===== config.mk =====
export PLATFORM = sky130hd
export DESIGN_NAME = dbg_serial
export DESIGN_NICKNAME = d
export VERILOG_FILES = /design/src/rtl/dbg_serial_pkg.sv /design/src/rtl/dbg_serial.sv
export SDC_FILE = /design/constraint.sdc
export NUM_CORES = 1
export LEC_CHECK = 0
export ABC_AREA = 1
export BUFFER_PORTS_ARGS = -buffer_cell sky130_fd_sc_hd__buf_2
export CORE_UTILIZATION = 63
export CTS_CLUSTER_DIAMETER = 60
export DETAILED_ROUTE_END_ITERATION = 10
export PLACE_DENSITY = 0.84
export SYNTH_ARGS = -nofsm -noshare
export SYNTH_HDL_FRONTEND = slang
export SYNTH_SLANG_ARGS = --single-unit

===== constraint.sdc =====
create_clock -name I_CLK -period 4.97 [get_ports I_CLK]
set_input_delay 0.7455 -clock I_CLK [delete_from_list [all_inputs] [get_ports I_CLK]]
set_output_delay 0.7455 -clock I_CLK [all_outputs]
set_load 0.01 [all_outputs]

===== src/rtl/dbg_serial_pkg.sv =====
package dbg_serial_pkg;
    localparam logic [7:0] OFS_CTRL = 8'h00;
    localparam logic [7:0] OFS_MODE = 8'h04;
    localparam logic [7:0] OFS_IRQ_EN = 8'h08;
    localparam logic [7:0] OFS_IRQ_DIS = 8'h0c;
    localparam logic [7:0] OFS_IRQ_MASK = 8'h10;
    localparam logic [7:0] OFS_STATUS = 8'h14;
    localparam logic [7:0] OFS_RX_HOLD = 8'h18;
    localparam logic [7:0] OFS_TX_HOLD = 8'h1c;
    localparam logic [7:0] OFS_BAUD = 8'h20;
    localparam int B_RX_CHAR_READY = 0;
    localparam int B_TX_HOLDING_FREE = 1;
    localparam int B_RXEND = 3;
    localparam int B_TXEND = 4;
    localparam int B_OVR = 5;
    localparam int B_FRM = 6;
    localparam int B_PAR = 7;
    localparam int B_TXIDLE = 9;
    localparam int B_TX_BUFFER_EMPTY_FLAG = 11;
    localparam int B_RX_BUFFER_FULL_FLAG = 12;
    localparam int B_DCCW = 30;
    localparam int B_DCCR = 31;
    localparam logic [31:0] IRQ_BITS = 32'hc0001afb;
    localparam int C_RSTRX = 2;
    localparam int C_RSTTX = 3;
    localparam int C_RXEN = 4;
    localparam int C_RXDIS = 5;
    localparam int C_TXEN = 6;
    localparam int C_TXDIS = 7;
    localparam int C_CLEAR_STATUS_CMD = 8;
    localparam int M_PAR_LO = 9;
    localparam int M_CHM_LO = 14;
    localparam logic [31:0] MODE_BITS = 32'h0000ce00;
    localparam logic [3:0] OVS = 4'hf;
    localparam logic [3:0] OVS_MID = 4'h7;
    typedef enum logic [1:0] {
        CH_NORMAL = 2'b00,
        CH_ECHO = 2'b01,
        CH_LOCAL = 2'b10,
        CH_REMOTE = 2'b11
    } channel_mode_sel_e;
endpackage


===== src/rtl/dbg_serial.sv =====
// Design decisions made here: the register offsets and the address-and-strobe port.
`timescale 1ns/10ps
`default_nettype none
// What this block does
// Channel mode: normal, echo, local, remote loopback.
// Enable register ones set mask bits.
// Disable register ones clear mask bits.
// Mask register reads enabled sources.
// All interrupt registers share one bit layout.
// Receive ready sets on load, clears on read.
// Transmit ready low while holding full or disabled.
// Overrun flag sticky until status clear.
// Framing flag sticky until status clear.
// Parity flag sticky until status clear.
// Transmitter empty only when holding and shifter idle.
// End bits mirror DMA end signals.
// Buffer bits mirror DMA buffer signals.
// Debug channel bits mirror pending signals.
// Receive holding returns character in low byte.
// Software queues next character in holding register.
// Divisor: zero off, one direct, else sixteen times.
// Status clear command clears three error flags.
// Echo sends receive pin to transmit pin.
// Local loopback feeds transmitter into receiver internally.
// Remote loopback wires receive pin to transmit.
// Interrupt is any status bit with mask set.
module dbg_serial (
    input wire logic I_CLK,
    input wire logic I_RESET,
    input wire logic [7:0] I_ADDR,
    input wire logic [31:0] I_WDATA,
    input wire logic I_WR,
    input wire logic I_RD,
    output logic [31:0] O_RDATA,
    input wire logic I_RX_PIN,
    output logic O_TX_PIN,
    input wire logic I_RX_XFER_END,
    input wire logic I_TX_XFER_END,
    input wire logic I_TX_BUF_EMPTY,
    input wire logic I_RX_BUF_FULL,
    input wire logic I_DCC_WRITE_PENDING,
    input wire logic I_DCC_READ_PENDING,
    output logic O_IRQ
);
    // Pin and neighbour inputs are asynchronous to I_CLK.
    logic [6:0] sync1_r, sync2_r;
    always_ff @(posedge I_CLK) begin
        if (I_RESET) begin
            sync1_r <= 7'h7f;
            sync2_r <= 7'h7f;
        end else begin
            sync1_r <= {I_RX_PIN, I_RX_XFER_END, I_TX_XFER_END,
                I_TX_BUF_EMPTY, I_RX_BUF_FULL, I_DCC_WRITE_PENDING,
                I_DCC_READ_PENDING};
            sync2_r <= sync1_r;
        end
    end
    wire rx_pin = sync2_r[6];

    logic [31:0] mask_r, mode_r;
    logic [15:0] baud_divisor_r;
    logic rx_en_r, tx_en_r;
    logic [7:0] rx_char_r, tx_char_r;
    logic rx_char_ready_r, tx_full_r;
    logic overrun_r, frame_r, parity_r;

    wire wr_ctrl = I_WR && I_ADDR == dbg_serial_pkg::OFS_CTRL;
    wire wr_mode = I_WR && I_ADDR == dbg_serial_pkg::OFS_MODE;
    wire wr_ien = I_WR && I_ADDR == dbg_serial_pkg::OFS_IRQ_EN;
    wire wr_idis = I_WR && I_ADDR == dbg_serial_pkg::OFS_IRQ_DIS;
    wire wr_thr = I_WR && I_ADDR == dbg_serial_pkg::OFS_TX_HOLD;
    wire wr_baud = I_WR && I_ADDR == dbg_serial_pkg::OFS_BAUD;
    wire rd_rhr = I_RD && I_ADDR == dbg_serial_pkg::OFS_RX_HOLD;
    wire clr_sta = wr_ctrl && I_WDATA[dbg_serial_pkg::C_CLEAR_STATUS_CMD];
    wire rst_rx = wr_ctrl && I_WDATA[dbg_serial_pkg::C_RSTRX];
    wire rst_tx = wr_ctrl && I_WDATA[dbg_serial_pkg::C_RSTTX];

    dbg_serial_pkg::channel_mode_sel_e channel_mode_sel;
    assign channel_mode_sel = dbg_serial_pkg::channel_mode_sel_e'(
        mode_r[dbg_serial_pkg::M_CHM_LO +: 2]);
    wire [2:0] par_type = mode_r[dbg_serial_pkg::M_PAR_LO +: 3];
    wire remote = channel_mode_sel == dbg_serial_pkg::CH_REMOTE;
    wire rx_on = rx_en_r && !remote;
    wire tx_on = tx_en_r && !remote;

    // Baud tick at sixteen times the bit rate; divisor 1 gives the
    // master clock itself as the oversample tick.
    logic [15:0] baud_cnt_r;
    logic tick_r;
    always_ff @(posedge I_CLK) begin
        if (I_RESET || baud_divisor_r == 16'h0000) begin
            baud_cnt_r <= 16'h0000;
            tick_r <= 1'b0;
        end else if (baud_cnt_r >= baud_divisor_r - 16'h0001) begin
            baud_cnt_r <= 16'h0000;
            tick_r <= 1'b1;
        end else begin
            baud_cnt_r <= baud_cnt_r + 16'h0001;
            tick_r <= 1'b0;
        end
    end

    // Transmitter: holding register feeds a shift register.
    logic tx_busy_r, tx_line_r;
    logic [3:0] tx_ovs_r, tx_bit_r;
    logic [10:0] tx_sh_r;
    wire has_par = !par_type[2];
    wire [3:0] nbits = has_par ? 4'ha : 4'h9;
    function automatic logic par_of(input logic [7:0] d,
                                    input logic [2:0] t);
        logic p;
        p = 1'b0;
        unique case (t[1:0])
            2'b00: p = ^d;
            2'b01: p = ~^d;
            2'b10: p = 1'b0;
            2'b11: p = 1'b1;
        endcase
        return p;
    endfunction
    // A character leaves the holding register only on a baud tick, so a
    // zero divisor keeps it waiting instead of driving a stuck start bit.
    wire tx_load = tx_on && tx_full_r && !tx_busy_r && tick_r;
    wire tx_done = tx_busy_r && tick_r && tx_ovs_r == dbg_serial_pkg::OVS
        && tx_bit_r == nbits;
    always_ff @(posedge I_CLK) begin
        if (I_RESET || rst_tx) begin
            tx_busy_r <= 1'b0;
            tx_full_r <= 1'b0;
            tx_line_r <= 1'b1;
            tx_ovs_r <= 4'h0;
            tx_bit_r <= 4'h0;
            tx_sh_r <= 11'h7ff;
            tx_char_r <= 8'h00;
        end else begin
            if (wr_thr) begin
                tx_char_r <= I_WDATA[7:0];
                tx_full_r <= 1'b1;
            end else if (tx_load) begin
                tx_full_r <= 1'b0;
            end
            if (tx_load) begin
                tx_busy_r <= 1'b1;
                tx_ovs_r <= 4'h0;
                tx_bit_r <= 4'h0;
                tx_sh_r <= has_par ? {1'b1, par_of(tx_char_r, par_type),
                    tx_char_r, 1'b0} : {2'b11, tx_char_r, 1'b0};
                tx_line_r <= 1'b0;
            end else if (tx_done) begin
                tx_busy_r <= 1'b0;
                tx_line_r <= 1'b1;
            end else if (tx_busy_r && tick_r) begin
                tx_ovs_r <= tx_ovs_r + 4'h1;
                if (tx_ovs_r == dbg_serial_pkg::OVS) begin
                    tx_bit_r <= tx_bit_r + 4'h1;
                    tx_sh_r <= {1'b1, tx_sh_r[10:1]};
                    tx_line_r <= tx_sh_r[1];
                end
            end
        end
    end

    // Receiver input chosen by channel mode.
    wire rx_in = channel_mode_sel == dbg_serial_pkg::CH_LOCAL ? tx_line_r
        : rx_pin;
    logic rx_busy_r, rx_par_r;
    logic [3:0] rx_ovs_r, rx_bit_r;
    logic [7:0] rx_sh_r;
    wire rx_sample = rx_busy_r && tick_r && rx_ovs_r == dbg_serial_pkg::OVS_MID;
    wire rx_stop = rx_sample && rx_bit_r == nbits;
    wire rx_par_bad = has_par &&
        (rx_par_r != par_of(rx_sh_r, par_type));
    always_ff @(posedge I_CLK) begin
        if (I_RESET || rst_rx) begin
            rx_busy_r <= 1'b0;
            rx_ovs_r <= 4'h0;
            rx_bit_r <= 4'h0;
            rx_sh_r <= 8'h00;
            rx_par_r <= 1'b0;
        end else if (!rx_busy_r) begin
            if (rx_on && tick_r && !rx_in) begin
                rx_busy_r <= 1'b1;
                rx_ovs_r <= 4'h1;
                rx_bit_r <= 4'h0;
            end
        end else if (tick_r) begin
            rx_ovs_r <= rx_ovs_r + 4'h1;
            if (rx_sample) begin
                rx_bit_r <= rx_bit_r + 4'h1;
                if (rx_bit_r == 4'h0 && rx_in) begin
                    rx_busy_r <= 1'b0; // False start bit.
                end else if (rx_bit_r >= 4'h1 && rx_bit_r <= 4'h8) begin
                    rx_sh_r <= {rx_in, rx_sh_r[7:1]};
                end else if (rx_bit_r == 4'h9 && has_par) begin
                    rx_par_r <= rx_in;
                end
                if (rx_stop) begin
                    rx_busy_r <= 1'b0;
                end
            end
        end
    end

    // Holding register and sticky error flags; a set wins over a clear.
    always_ff @(posedge I_CLK) begin
        if (I_RESET) begin
            rx_char_r <= 8'h00;
            rx_char_ready_r <= 1'b0;
            overrun_r <= 1'b0;
            frame_r <= 1'b0;
            parity_r <= 1'b0;
        end else begin
            if (rx_stop) begin
                rx_char_r <= rx_sh_r;
                rx_char_ready_r <= 1'b1;
            end else if (rd_rhr || rst_rx || !rx_en_r) begin
                rx_char_ready_r <= 1'b0;
            end
            overrun_r <= (rx_stop && rx_char_ready_r && !rd_rhr)
                || (overrun_r && !clr_sta);
            frame_r <= (rx_stop && !rx_in)
                || (frame_r && !clr_sta);
            parity_r <= (rx_stop && rx_par_bad)
                || (parity_r && !clr_sta);
        end
    end

    // Software-visible configuration.
    always_ff @(posedge I_CLK) begin
        if (I_RESET) begin
            mask_r <= 32'h00000000;
            mode_r <= 32'h00000000;
            baud_divisor_r <= 16'h0000;
            rx_en_r <= 1'b0;
            tx_en_r <= 1'b0;
        end else begin
            mask_r <= (mask_r | ({32{wr_ien}} & I_WDATA
                & dbg_serial_pkg::IRQ_BITS))
                & ~({32{wr_idis}} & I_WDATA);
            if (wr_mode) begin
                mode_r <= I_WDATA & dbg_serial_pkg::MODE_BITS;
            end
            if (wr_baud) begin
                baud_divisor_r <= I_WDATA[15:0];
            end
            if (wr_ctrl) begin
                if (I_WDATA[dbg_serial_pkg::C_RXDIS] || rst_rx) begin
                    rx_en_r <= 1'b0;
                end else if (I_WDATA[dbg_serial_pkg::C_RXEN]) begin
                    rx_en_r <= 1'b1;
                end
                if (I_WDATA[dbg_serial_pkg::C_TXDIS] || rst_tx) begin
                    tx_en_r <= 1'b0;
                end else if (I_WDATA[dbg_serial_pkg::C_TXEN]) begin
                    tx_en_r <= 1'b1;
                end
            end
        end
    end

    logic [31:0] status;
    always_comb begin
        status = 32'h00000000;
        status[dbg_serial_pkg::B_RX_CHAR_READY] = rx_char_ready_r;
        status[dbg_serial_pkg::B_TX_HOLDING_FREE] = tx_en_r && !tx_full_r;
        status[dbg_serial_pkg::B_RXEND] = sync2_r[5];
        status[dbg_serial_pkg::B_TXEND] = sync2_r[4];
        status[dbg_serial_pkg::B_OVR] = overrun_r;
        status[dbg_serial_pkg::B_FRM] = frame_r;
        status[dbg_serial_pkg::B_PAR] = parity_r;
        status[dbg_serial_pkg::B_TXIDLE] =
            tx_en_r && !tx_full_r && !tx_busy_r;
        status[dbg_serial_pkg::B_TX_BUFFER_EMPTY_FLAG] = sync2_r[3];
        status[dbg_serial_pkg::B_RX_BUFFER_FULL_FLAG] = sync2_r[2];
        status[dbg_serial_pkg::B_DCCW] = sync2_r[1];
        status[dbg_serial_pkg::B_DCCR] = sync2_r[0];
    end

    logic [31:0] rd_mux;
    always_comb begin
        unique case (I_ADDR)
            dbg_serial_pkg::OFS_MODE: rd_mux = mode_r;
            dbg_serial_pkg::OFS_IRQ_MASK: rd_mux = mask_r;
            dbg_serial_pkg::OFS_STATUS: rd_mux = status;
            dbg_serial_pkg::OFS_RX_HOLD: rd_mux = {24'h000000, rx_char_r};
            dbg_serial_pkg::OFS_BAUD: rd_mux = {16'h0000, baud_divisor_r};
            default: rd_mux = 32'h00000000;
        endcase
    end

    logic tx_pin_nxt;
    always_comb begin
        unique case (channel_mode_sel)
            dbg_serial_pkg::CH_NORMAL: tx_pin_nxt = tx_line_r;
            dbg_serial_pkg::CH_ECHO: tx_pin_nxt = rx_pin;
            dbg_serial_pkg::CH_LOCAL: tx_pin_nxt = 1'b1;
            dbg_serial_pkg::CH_REMOTE: tx_pin_nxt = rx_pin;
        endcase
    end

    always_ff @(posedge I_CLK) begin
        if (I_RESET) begin
            O_RDATA <= 32'h00000000;
            O_TX_PIN <= 1'b1;
            O_IRQ <= 1'b0;
        end else begin
            O_RDATA <= I_RD ? rd_mux : 32'h00000000;
            O_TX_PIN <= tx_pin_nxt;
            O_IRQ <= |(status & mask_r);
        end
    end

    a_mask_enable: assert property (@(posedge I_CLK) disable iff (I_RESET)
        wr_ien && !wr_idis |=> (mask_r & $past(I_WDATA)
        & dbg_serial_pkg::IRQ_BITS) == ($past(I_WDATA)
        & dbg_serial_pkg::IRQ_BITS)) else $error("enable lost");
    a_mask_disable: assert property (@(posedge I_CLK) disable iff (I_RESET)
        wr_idis |=> (mask_r & $past(I_WDATA)) == 32'h00000000)
        else $error("disable lost");
    a_irq_follow: assert property (@(posedge I_CLK) disable iff (I_RESET)
        ##1 O_IRQ == |($past(status) & $past(mask_r)))
        else $error("irq wrong");
    a_err_clear: assert property (@(posedge I_CLK) disable iff (I_RESET)
        clr_sta && !rx_stop |=> !overrun_r && !frame_r && !parity_r)
        else $error("status clear failed");
    a_ovr_sticky: assert property (@(posedge I_CLK) disable iff (I_RESET)
        overrun_r && !clr_sta |=> overrun_r)
        else $error("overrun lost");
    a_rx_char_ready_set: assert property (@(posedge I_CLK) disable iff (I_RESET)
        rx_stop |=> rx_char_ready_r && rx_char_r == $past(rx_sh_r))
        else $error("rx ready not set");
    a_tx_holding_free_dis: assert property (@(posedge I_CLK) disable iff (I_RESET)
        !tx_en_r |-> !status[dbg_serial_pkg::B_TX_HOLDING_FREE]
        && !status[dbg_serial_pkg::B_TXIDLE])
        else $error("tx flags with tx off");
    a_local_idle: assert property (@(posedge I_CLK) disable iff (I_RESET)
        channel_mode_sel == dbg_serial_pkg::CH_LOCAL [*2] |=> O_TX_PIN)
        else $error("local loop drives pin");
    a_baud_off: assert property (@(posedge I_CLK) disable iff (I_RESET)
        baud_divisor_r == 16'h0000 |=> !tick_r)
        else $error("baud runs at zero");
    a_tx_held_off: assert property (@(posedge I_CLK) disable iff (I_RESET)
        baud_divisor_r == 16'h0000 && !tick_r && !tx_busy_r |=> !tx_busy_r)
        else $error("tx starts with baud off");
endmodule
`default_nettype wire


==> flow_summary_export.csv, run 1 <==
group,metric,value,unit
layout,diodes,0,
logic_synthesis,ys_seq_elements,178,
setup_path,cp.arrival,3.26,ns
layout,fillers,911,
logic_synthesis,ys_types,56,
routing,routed_wl,18790,microns
global_routing,grt_pass1_vias,6341,
logic_synthesis,synthesis.yosys.warnings,0,
sta,rsz0062_at_grt,"false",
cts,cts-resized-gates,0,
routing,wire_per_inst,15.32,microns
layout,area_growth,12.83,%
layout,nets,1118,
logic_synthesis,synth.avg_cell_area,8.519,sq um
cts,h-tree-depth,4,
logic_synthesis,syn_nets,1043,
sta,min_period,2.902,ns
setup_path,path_class,"register to register",
power,p_per_area,312.0,mW/mm^2
die,fp.dieW,116.4,microns
global_routing,grt.overflow.total,0,
sta,slew_viol_final,0,
logic_synthesis,syn_inst,967,
layout,final_cell_mix,"178 x dfxtp_1, 142 x nand2_1, 103 x inv_1",
sta,tns,0,ns
routing,postRouteAntennaNets,0,
sta,finalCritPeriodShare,58.38,%
power,p_leak,3.790,nW
cts,cts_buffer_depth,2,
logic_synthesis,synth-adder-area-share,3.797,%
placement,pre_cts_ws,2.124,ns
die,io_pins,85,
routing,drt_pass1_iterations,5,
setup_path,critical_path_required,5.33,ns
run,drv_cap,0,
setup_path,cp-start-kind,"register",
cts,path_clk_slew,0.07,ns
logic_synthesis,synth_top_family_by_area,"simple AND/OR/NAND/NOR gates",
cts,ctsHoldBuffers,0,
routing,via_per_inst,5.628,
power,fin_total_pwr,2.900,mW
placement,place.gp.congestion,0.9107,
cts,cts_setup_buffers,0,
logic_synthesis,yosys.area_share.simple,22.11,%
min_path,hold_class,"register to register",
cts,cts_tree,"yes",
global_routing,grt_antenna_before_repair,0,
routing,vias,6900,
sta,slew-limit-headroom,37.92,%
logic_synthesis,netlist_area,0.008238,sq mm
cts,cts_inserted_buffers,17,
setup_path,cp_max_fo,16,
die,rows,41,
outcome,status,"complete, no violations",
cts,cts_root_buffer,"clkbuf_16",
placement,io_buffers,84,
cts,clkLatencyLatePin,0.43,ns
logic_synthesis,synth_compound_area_share,18.59,%
global_routing,grt_first_pass_wirelength,29810,microns
logic_synthesis,ys_seq_area_share,43.26,%
sta,worst_pin_slew,0.9284,ns
power,vdd_drop_max,0.2549,mV
logic_synthesis,muxShareOfSynthArea,0,%
sta,finalHoldViolCount,0,
placement,dp_hpwl,13140,microns
die,die_h,116.4,microns
setup_path,worst_setup_path_end_kind,"register",
logic_synthesis,synthXorXnorAreaFrac,4.146,%
die,start_util,65.01,%
sta,setup_viol,0,
die,fp.coreArea,0.01267,sq mm
layout,layout_commonest_cell,"dfxtp_1",
global_routing,grt_max_degree,49,
routing,drt-initial-drc-count,720,
sta,timing.fmax,0.3446,GHz
layout,drive_gt1_share,21.44,%
global_routing,grt_use_total,28.44,%
sta,fin_worst_skew,0.009887,ns
die,dieArea,0.01354,sq mm
routing,drc,0,
sta,setup_slack,2.068,ns
cts,clock_sinks,178,
==> synth_stat cells, drive strengths merged <==
| cell type | instances | area (sq um) |
|---|---|---|
| nor3 | 28 | 211.5 |
| buf | 22 | 182.7 |
| nand3b | 1 | 11.26 |
| clkinv | 1 | 5.000 |
| nor3b | 2 | 20.02 |
| a221oi | 10 | 87.58 |
| a311oi | 24 | 210.2 |
| a211oi | 5 | 37.54 |
| o21a | 1 | 7.510 |
| a31oi | 5 | 61.31 |
| nor2b | 1 | 6.260 |
| or2 | 17 | 106.4 |
| o31ai | 2 | 15.01 |
| a22o | 3 | 26.28 |
| o21ai | 63 | 315.3 |
| inv | 117 | 441.7 |
| xor2 | 25 | 219.0 |
| a21boi | 1 | 7.510 |
| ha | 25 | 312.8 |
| o221ai | 1 | 8.760 |
| o22ai | 3 | 18.77 |
| nor4 | 1 | 12.51 |
| xnor2 | 14 | 122.6 |
| nand4 | 13 | 96.34 |
| clkbuf | 10 | 37.54 |
| nand2 | 154 | 636.9 |
| nor2 | 84 | 483.0 |
| a21oi | 101 | 576.8 |
| nand3 | 37 | 237.7 |
| o211ai | 18 | 158.9 |
| dfxtp | 178 | 3563 |
==> sequential cells by signal, indices dropped and copies added (netlist names), 5 cells and up <==
register / flops
O_RDATA: 32
baud_cnt_r: 16
baud_divisor_r: 16
mask_r: 32
mode_r: 5
rx_char_r: 8
rx_sh_r: 8
sync1_r: 7
sync2_r: 7
tx_char_r: 8
tx_sh_r: 9
==> metal layers <==
layer	wire length, microns	share of wire [%]	track usage (%)
met3	1215	6.5	5.864
met2	8738	47	46.19
met1	8074	43	35.52
met5	0	0	0
met4	757	4.0	15.30
==> path summary, 6_finish.rpt <==
path,startpoint,end,slack [ns],cells after the start
setup / recovery,baud_divisor_r[0]$_SDFFE_PP0P_,baud_cnt_r[8]$_SDFF_PP0_,2.07,14
hold / removal,sync1_r[4]$_SDFF_PP1_,sync2_r[4]$_SDFF_PP1_,0.40,1
setup reg to reg,baud_divisor_r[0]$_SDFFE_PP0P_,baud_cnt_r[8]$_SDFF_PP0_,2.07,14
hold reg to reg,sync1_r[4]$_SDFF_PP1_,sync2_r[4]$_SDFF_PP1_,0.40,1
==> kinds of logic (layout without fill, tap and decap cells) <==
| kind of cell | after synthesis | in the layout |
|---|---|---|
| AND/OR/NAND/NOR | 338 | 338 |
| AO/OA/AOI/OAI | 237 | 237 |
| flip-flops | 178 | 178 |
| buffers and inverters | 150 | 237 |
| XOR/XNOR | 39 | 39 |
| adder cells (fa/ha/maj) | 25 | 25 |
==> critical path, cell delays in order, from the launching register on <==
cell and delay, ns:
dfxtp_1 0.31, inv_1 0.16, ha_1 0.25, nand2_2 0.10, nor2_4 0.15, nand2_2 0.09
nor2_1 0.12, xor2_1 0.16, inv_1 0.07, ha_1 0.30, nand2_1 0.09, o21ai_0 0.09
a21oi_1 0.28, nand4_4 0.44, nor2_1 0.21
==> report_power, final <==
group	leakage (nW)	internal [mW]	switching, mW
sequential	1.44	1.43	0.00362
combinational	2.07	0.0309	0.0653
clock	0.283	0.795	0.573
total	3.79	2.26	0.642
==> per-stage QoR <==
| step | instances | utilization [%] | hold WS (ns) | instance area, sq um |
|---|---|---|---|---|
| 3_3_place_gp | 1195 | 68.60 | 0.3930 | 8692 |
| 6_report | 1226 | 73.36 | 0.4016 | 9295 |
| 3_5_place_dp | 1195 | 68.60 | 0.3940 | 8692 |
| 5_1_grt | 1226 | 73.36 | 0.4154 | 9295 |
| 4_1_cts | 1226 | 73.36 | 0.4045 | 9295 |
| 2_1_floorplan | 967 | - | 0.3895 | 8238 |
==> layout make-up <==
type	instances	area (sq um)	area share (%)
Multi-Input combinational cell	639	4016	43.21
Sequential cell	178	3563	38.34
Timing Repair Buffer	88	450.4	4.846
Inverter	118	446.7	4.805
Clock buffer	17	425.4	4.577
Tap cell	172	215.2	2.315
Clock inverter	14	177.7	1.911
Power figures use the tool's default switching activity.
==> run 2, diff against run 1 <==
--- a/config.mk
+++ b/config.mk
@@ -7,10 +7,10 @@
 export LEC_CHECK = 0
 export ABC_AREA = 1
 export BUFFER_PORTS_ARGS = -buffer_cell sky130_fd_sc_hd__buf_2
-export CORE_UTILIZATION = 63
+export CORE_UTILIZATION = 53
 export CTS_CLUSTER_DIAMETER = 60
 export DETAILED_ROUTE_END_ITERATION = 10
-export PLACE_DENSITY = 0.84
+export PLACE_DENSITY = 0.76
 export SYNTH_ARGS = -nofsm -noshare
 export SYNTH_HDL_FRONTEND = slang
 export SYNTH_SLANG_ARGS = --single-unit
==> constraint.sdc (replaced) <==
create_clock -name I_CLK -period 2.5 [get_ports I_CLK]
set_input_delay 0.375 -clock I_CLK [delete_from_list [all_inputs] [get_ports I_CLK]]
set_output_delay 0.375 -clock I_CLK [all_outputs]
set_load 0.01 [all_outputs]
==> flow_summary_export.csv, run 2 (same netlist as run 1, synthesis figures left out) <==
group,metric,value,unit
setup_path,cp.arrival,2.87,ns
min_path,holdCritStartpoint,"I_DCC_WRITE_PENDING",
min_path,hold_class,"input pin to register",
cts,path_clk_slew,0.07,ns
routing,drc,0,
layout,reg.largest.list,"O_RDATA (32), mask_r (32)",
layout,area_growth,16.74,%
setup_path,cp_max_fo,8,
sta,timing.fmax,0.4001,GHz
die,rows,45,
layout,diodes,0,
power,p_per_area,601.9,mW/mm^2
setup_path,reg2reg_slack,0.0006,ns
die,fp.dieW,126.7,microns
global_routing,use_met2,39.94,%
power,p_leak,3.944,nW
die,io_pins,85,
sta,worst_pin_slew,0.5548,ns
global_routing,grt_max_degree,38,
sta,setup_viol,0,
cts,cts_root_buffer,"clkbuf_16",
routing,wire_per_inst,15.17,microns
global_routing,grt.met3_usage,5.947,%
layout,drive_gt1_share,25.21,%
die,start_util,54.19,%
global_routing,grt.overflow.total,0,
global_routing,grt_first_pass_wirelength,31130,microns
global_routing,grt_use_total,24.69,%
global_routing,grt_pass1_vias,6359,
power,vdd_drop_max,0.5024,mV
routing,drt-initial-drc-count,523,
cts,h-tree-depth,4,
global_routing,busiest_layer,"met2",
routing,drt_pass1_iterations,5,
die,die_h,126.7,microns
setup_path,timing.rr.start,"baud_divisor_r[2]$_SDFFE_PP0P_",
cts,clock_sinks,178,
sta,slew_viol_final,0,
global_routing,grt_antenna_before_repair,0,
sta,slew-limit-headroom,62.83,%
placement,place.gp.congestion,0.8888,
placement,dp_hpwl,13560,microns
sta,finalHoldViolCount,0,
cts,cts_buffer_depth,2,
power,fin_total_pwr,5.788,mW
setup_path,path_class,"register to register",
die,fp.coreArea,0.01520,sq mm
global_routing,gr-usage-met1,31.72,%
layout,nets,1139,
sta,finalCritPeriodShare,99.97,%
placement,io_buffers,84,
layout,layout_commonest_cell,"dfxtp_1",
routing,vias,6860,
outcome,status,"complete, no violations",
setup_path,worstSetupStartpoint,"baud_divisor_r[2]$_SDFFE_PP0P_",
setup_path,critical_path_required,2.87,ns
setup_path,worst_setup_path_end_kind,"register",
sta,rsz0062_at_grt,"true",
setup_path,cp-start-kind,"register",
layout,fillers,1299,
cts,clkLatencyLatePin,0.43,ns
sta,min_period,2.499,ns
cts,cts_inserted_buffers,17,
cts,cts_tree,"yes",
run,drv_cap,0,
routing,routed_wl,19160,microns
routing,postRouteAntennaNets,0,
sta,tns,0,ns
routing,via_per_inst,5.432,
die,dieArea,0.01605,sq mm
cts,ctsHoldBuffers,0,
sta,fin_worst_skew,0.008367,ns
layout,final_cell_mix,"176 x dfxtp_1, 139 x nand2_1, 100 x inv_1",
-- run 2: cell count changes in the layout (fill, tap and decap cells not counted), moves of 3 or more --
cell and delta:
buf_4 +18, clkinvlp_4 -3, inv_1 -3, nand2_1 -3
nand2_2 +3, nor2_1 -8, nor2_2 +5, nor2_4 +3
-- run 2: stage by stage --
| stage | area, sq um | std cells | util (%) | worst slack, ns | hold slack, ns |
|---|---|---|---|---|---|
| 2_1_floorplan | 8238 | 967 | - | 0.1095 | 0.3895 |
| 3_3_place_gp | 8837 | 1226 | 58.13 | 0.06928 | 0.3950 |
| 3_5_place_dp | 8837 | 1226 | 58.13 | -0.06284 | 0.3957 |
| 5_1_grt | 9617 | 1263 | 63.26 | -0.1641 | 0.1093 |
| 4_1_cts | 9460 | 1257 | 62.23 | 0.04267 | 0.1121 |
| 6_report | 9617 | 1263 | 63.26 | 0.0006353 | 0.1271 |
-- run 2: power by group --
part / switching (mW) / total [mW] / leakage [nW] / internal [mW]
clock network: 1.15 / 2.74 / 0.294 / 1.59
logic: 0.133 / 0.201 / 2.21 / 0.0686
registers: 0.00585 / 2.85 / 1.44 / 2.84
total: 1.29 / 5.79 / 3.94 / 4.50
-- run 2: worst paths after layout --
check	to	cells after the start
setup / recovery	baud_cnt_r[14]$_SDFF_PP0_	15
hold / removal	sync1_r[1]$_SDFF_PP1_	2
hold reg to reg	sync2_r[6]$_SDFF_PP1_	1
setup reg to reg	baud_cnt_r[14]$_SDFF_PP0_	15
-- run 2: area by class of cell --
type                       count  area [sq um]  share of cell area (%)
clock inverter                13         175.2                   1.821
timing repair buffer         109         641.9                   6.674
multi-input combinational    639          4115                   42.79
tap                          188         235.2                   2.446
inverter                     118         449.2                   4.671
sequential                   178          3571                   37.13
clock buffer                  18         429.2                   4.463
-- run 2: timing repair --
| item | 4_1_cts | 5_1_grt |
|---|---|---|
| resized for setup | 5 | 29 |
| setup endpoints to repair | 16 | 17 |
| buffers inserted | 0 | 5 |
| pin swaps | 0 | 10 |
| gates cloned | 0 | 1 |
-- run 2: worst max-delay path: stages, from the launching register on --
cell	delay, ns
dfxtp_4	0.36
nor2_4	0.13
nand3_2	0.09
nor2_2	0.13
nand2_2	0.11
nor3_2	0.14
xor2_1	0.18
inv_1	0.09
ha_4	0.22
buf_4	0.14
a21oi_2	0.14
o21ai_2	0.07
a21oi_2	0.19
nand4_4	0.16
clkbuf_16	0.22
nor2_4	0.08
-- run 2: routing by layer --
layer  wire length [microns]  share of wire (%)
met1                    8284                 43
met5                       0                  0
met4                     469                2.4
met3                    1205                6.3
met2                    9204                 48
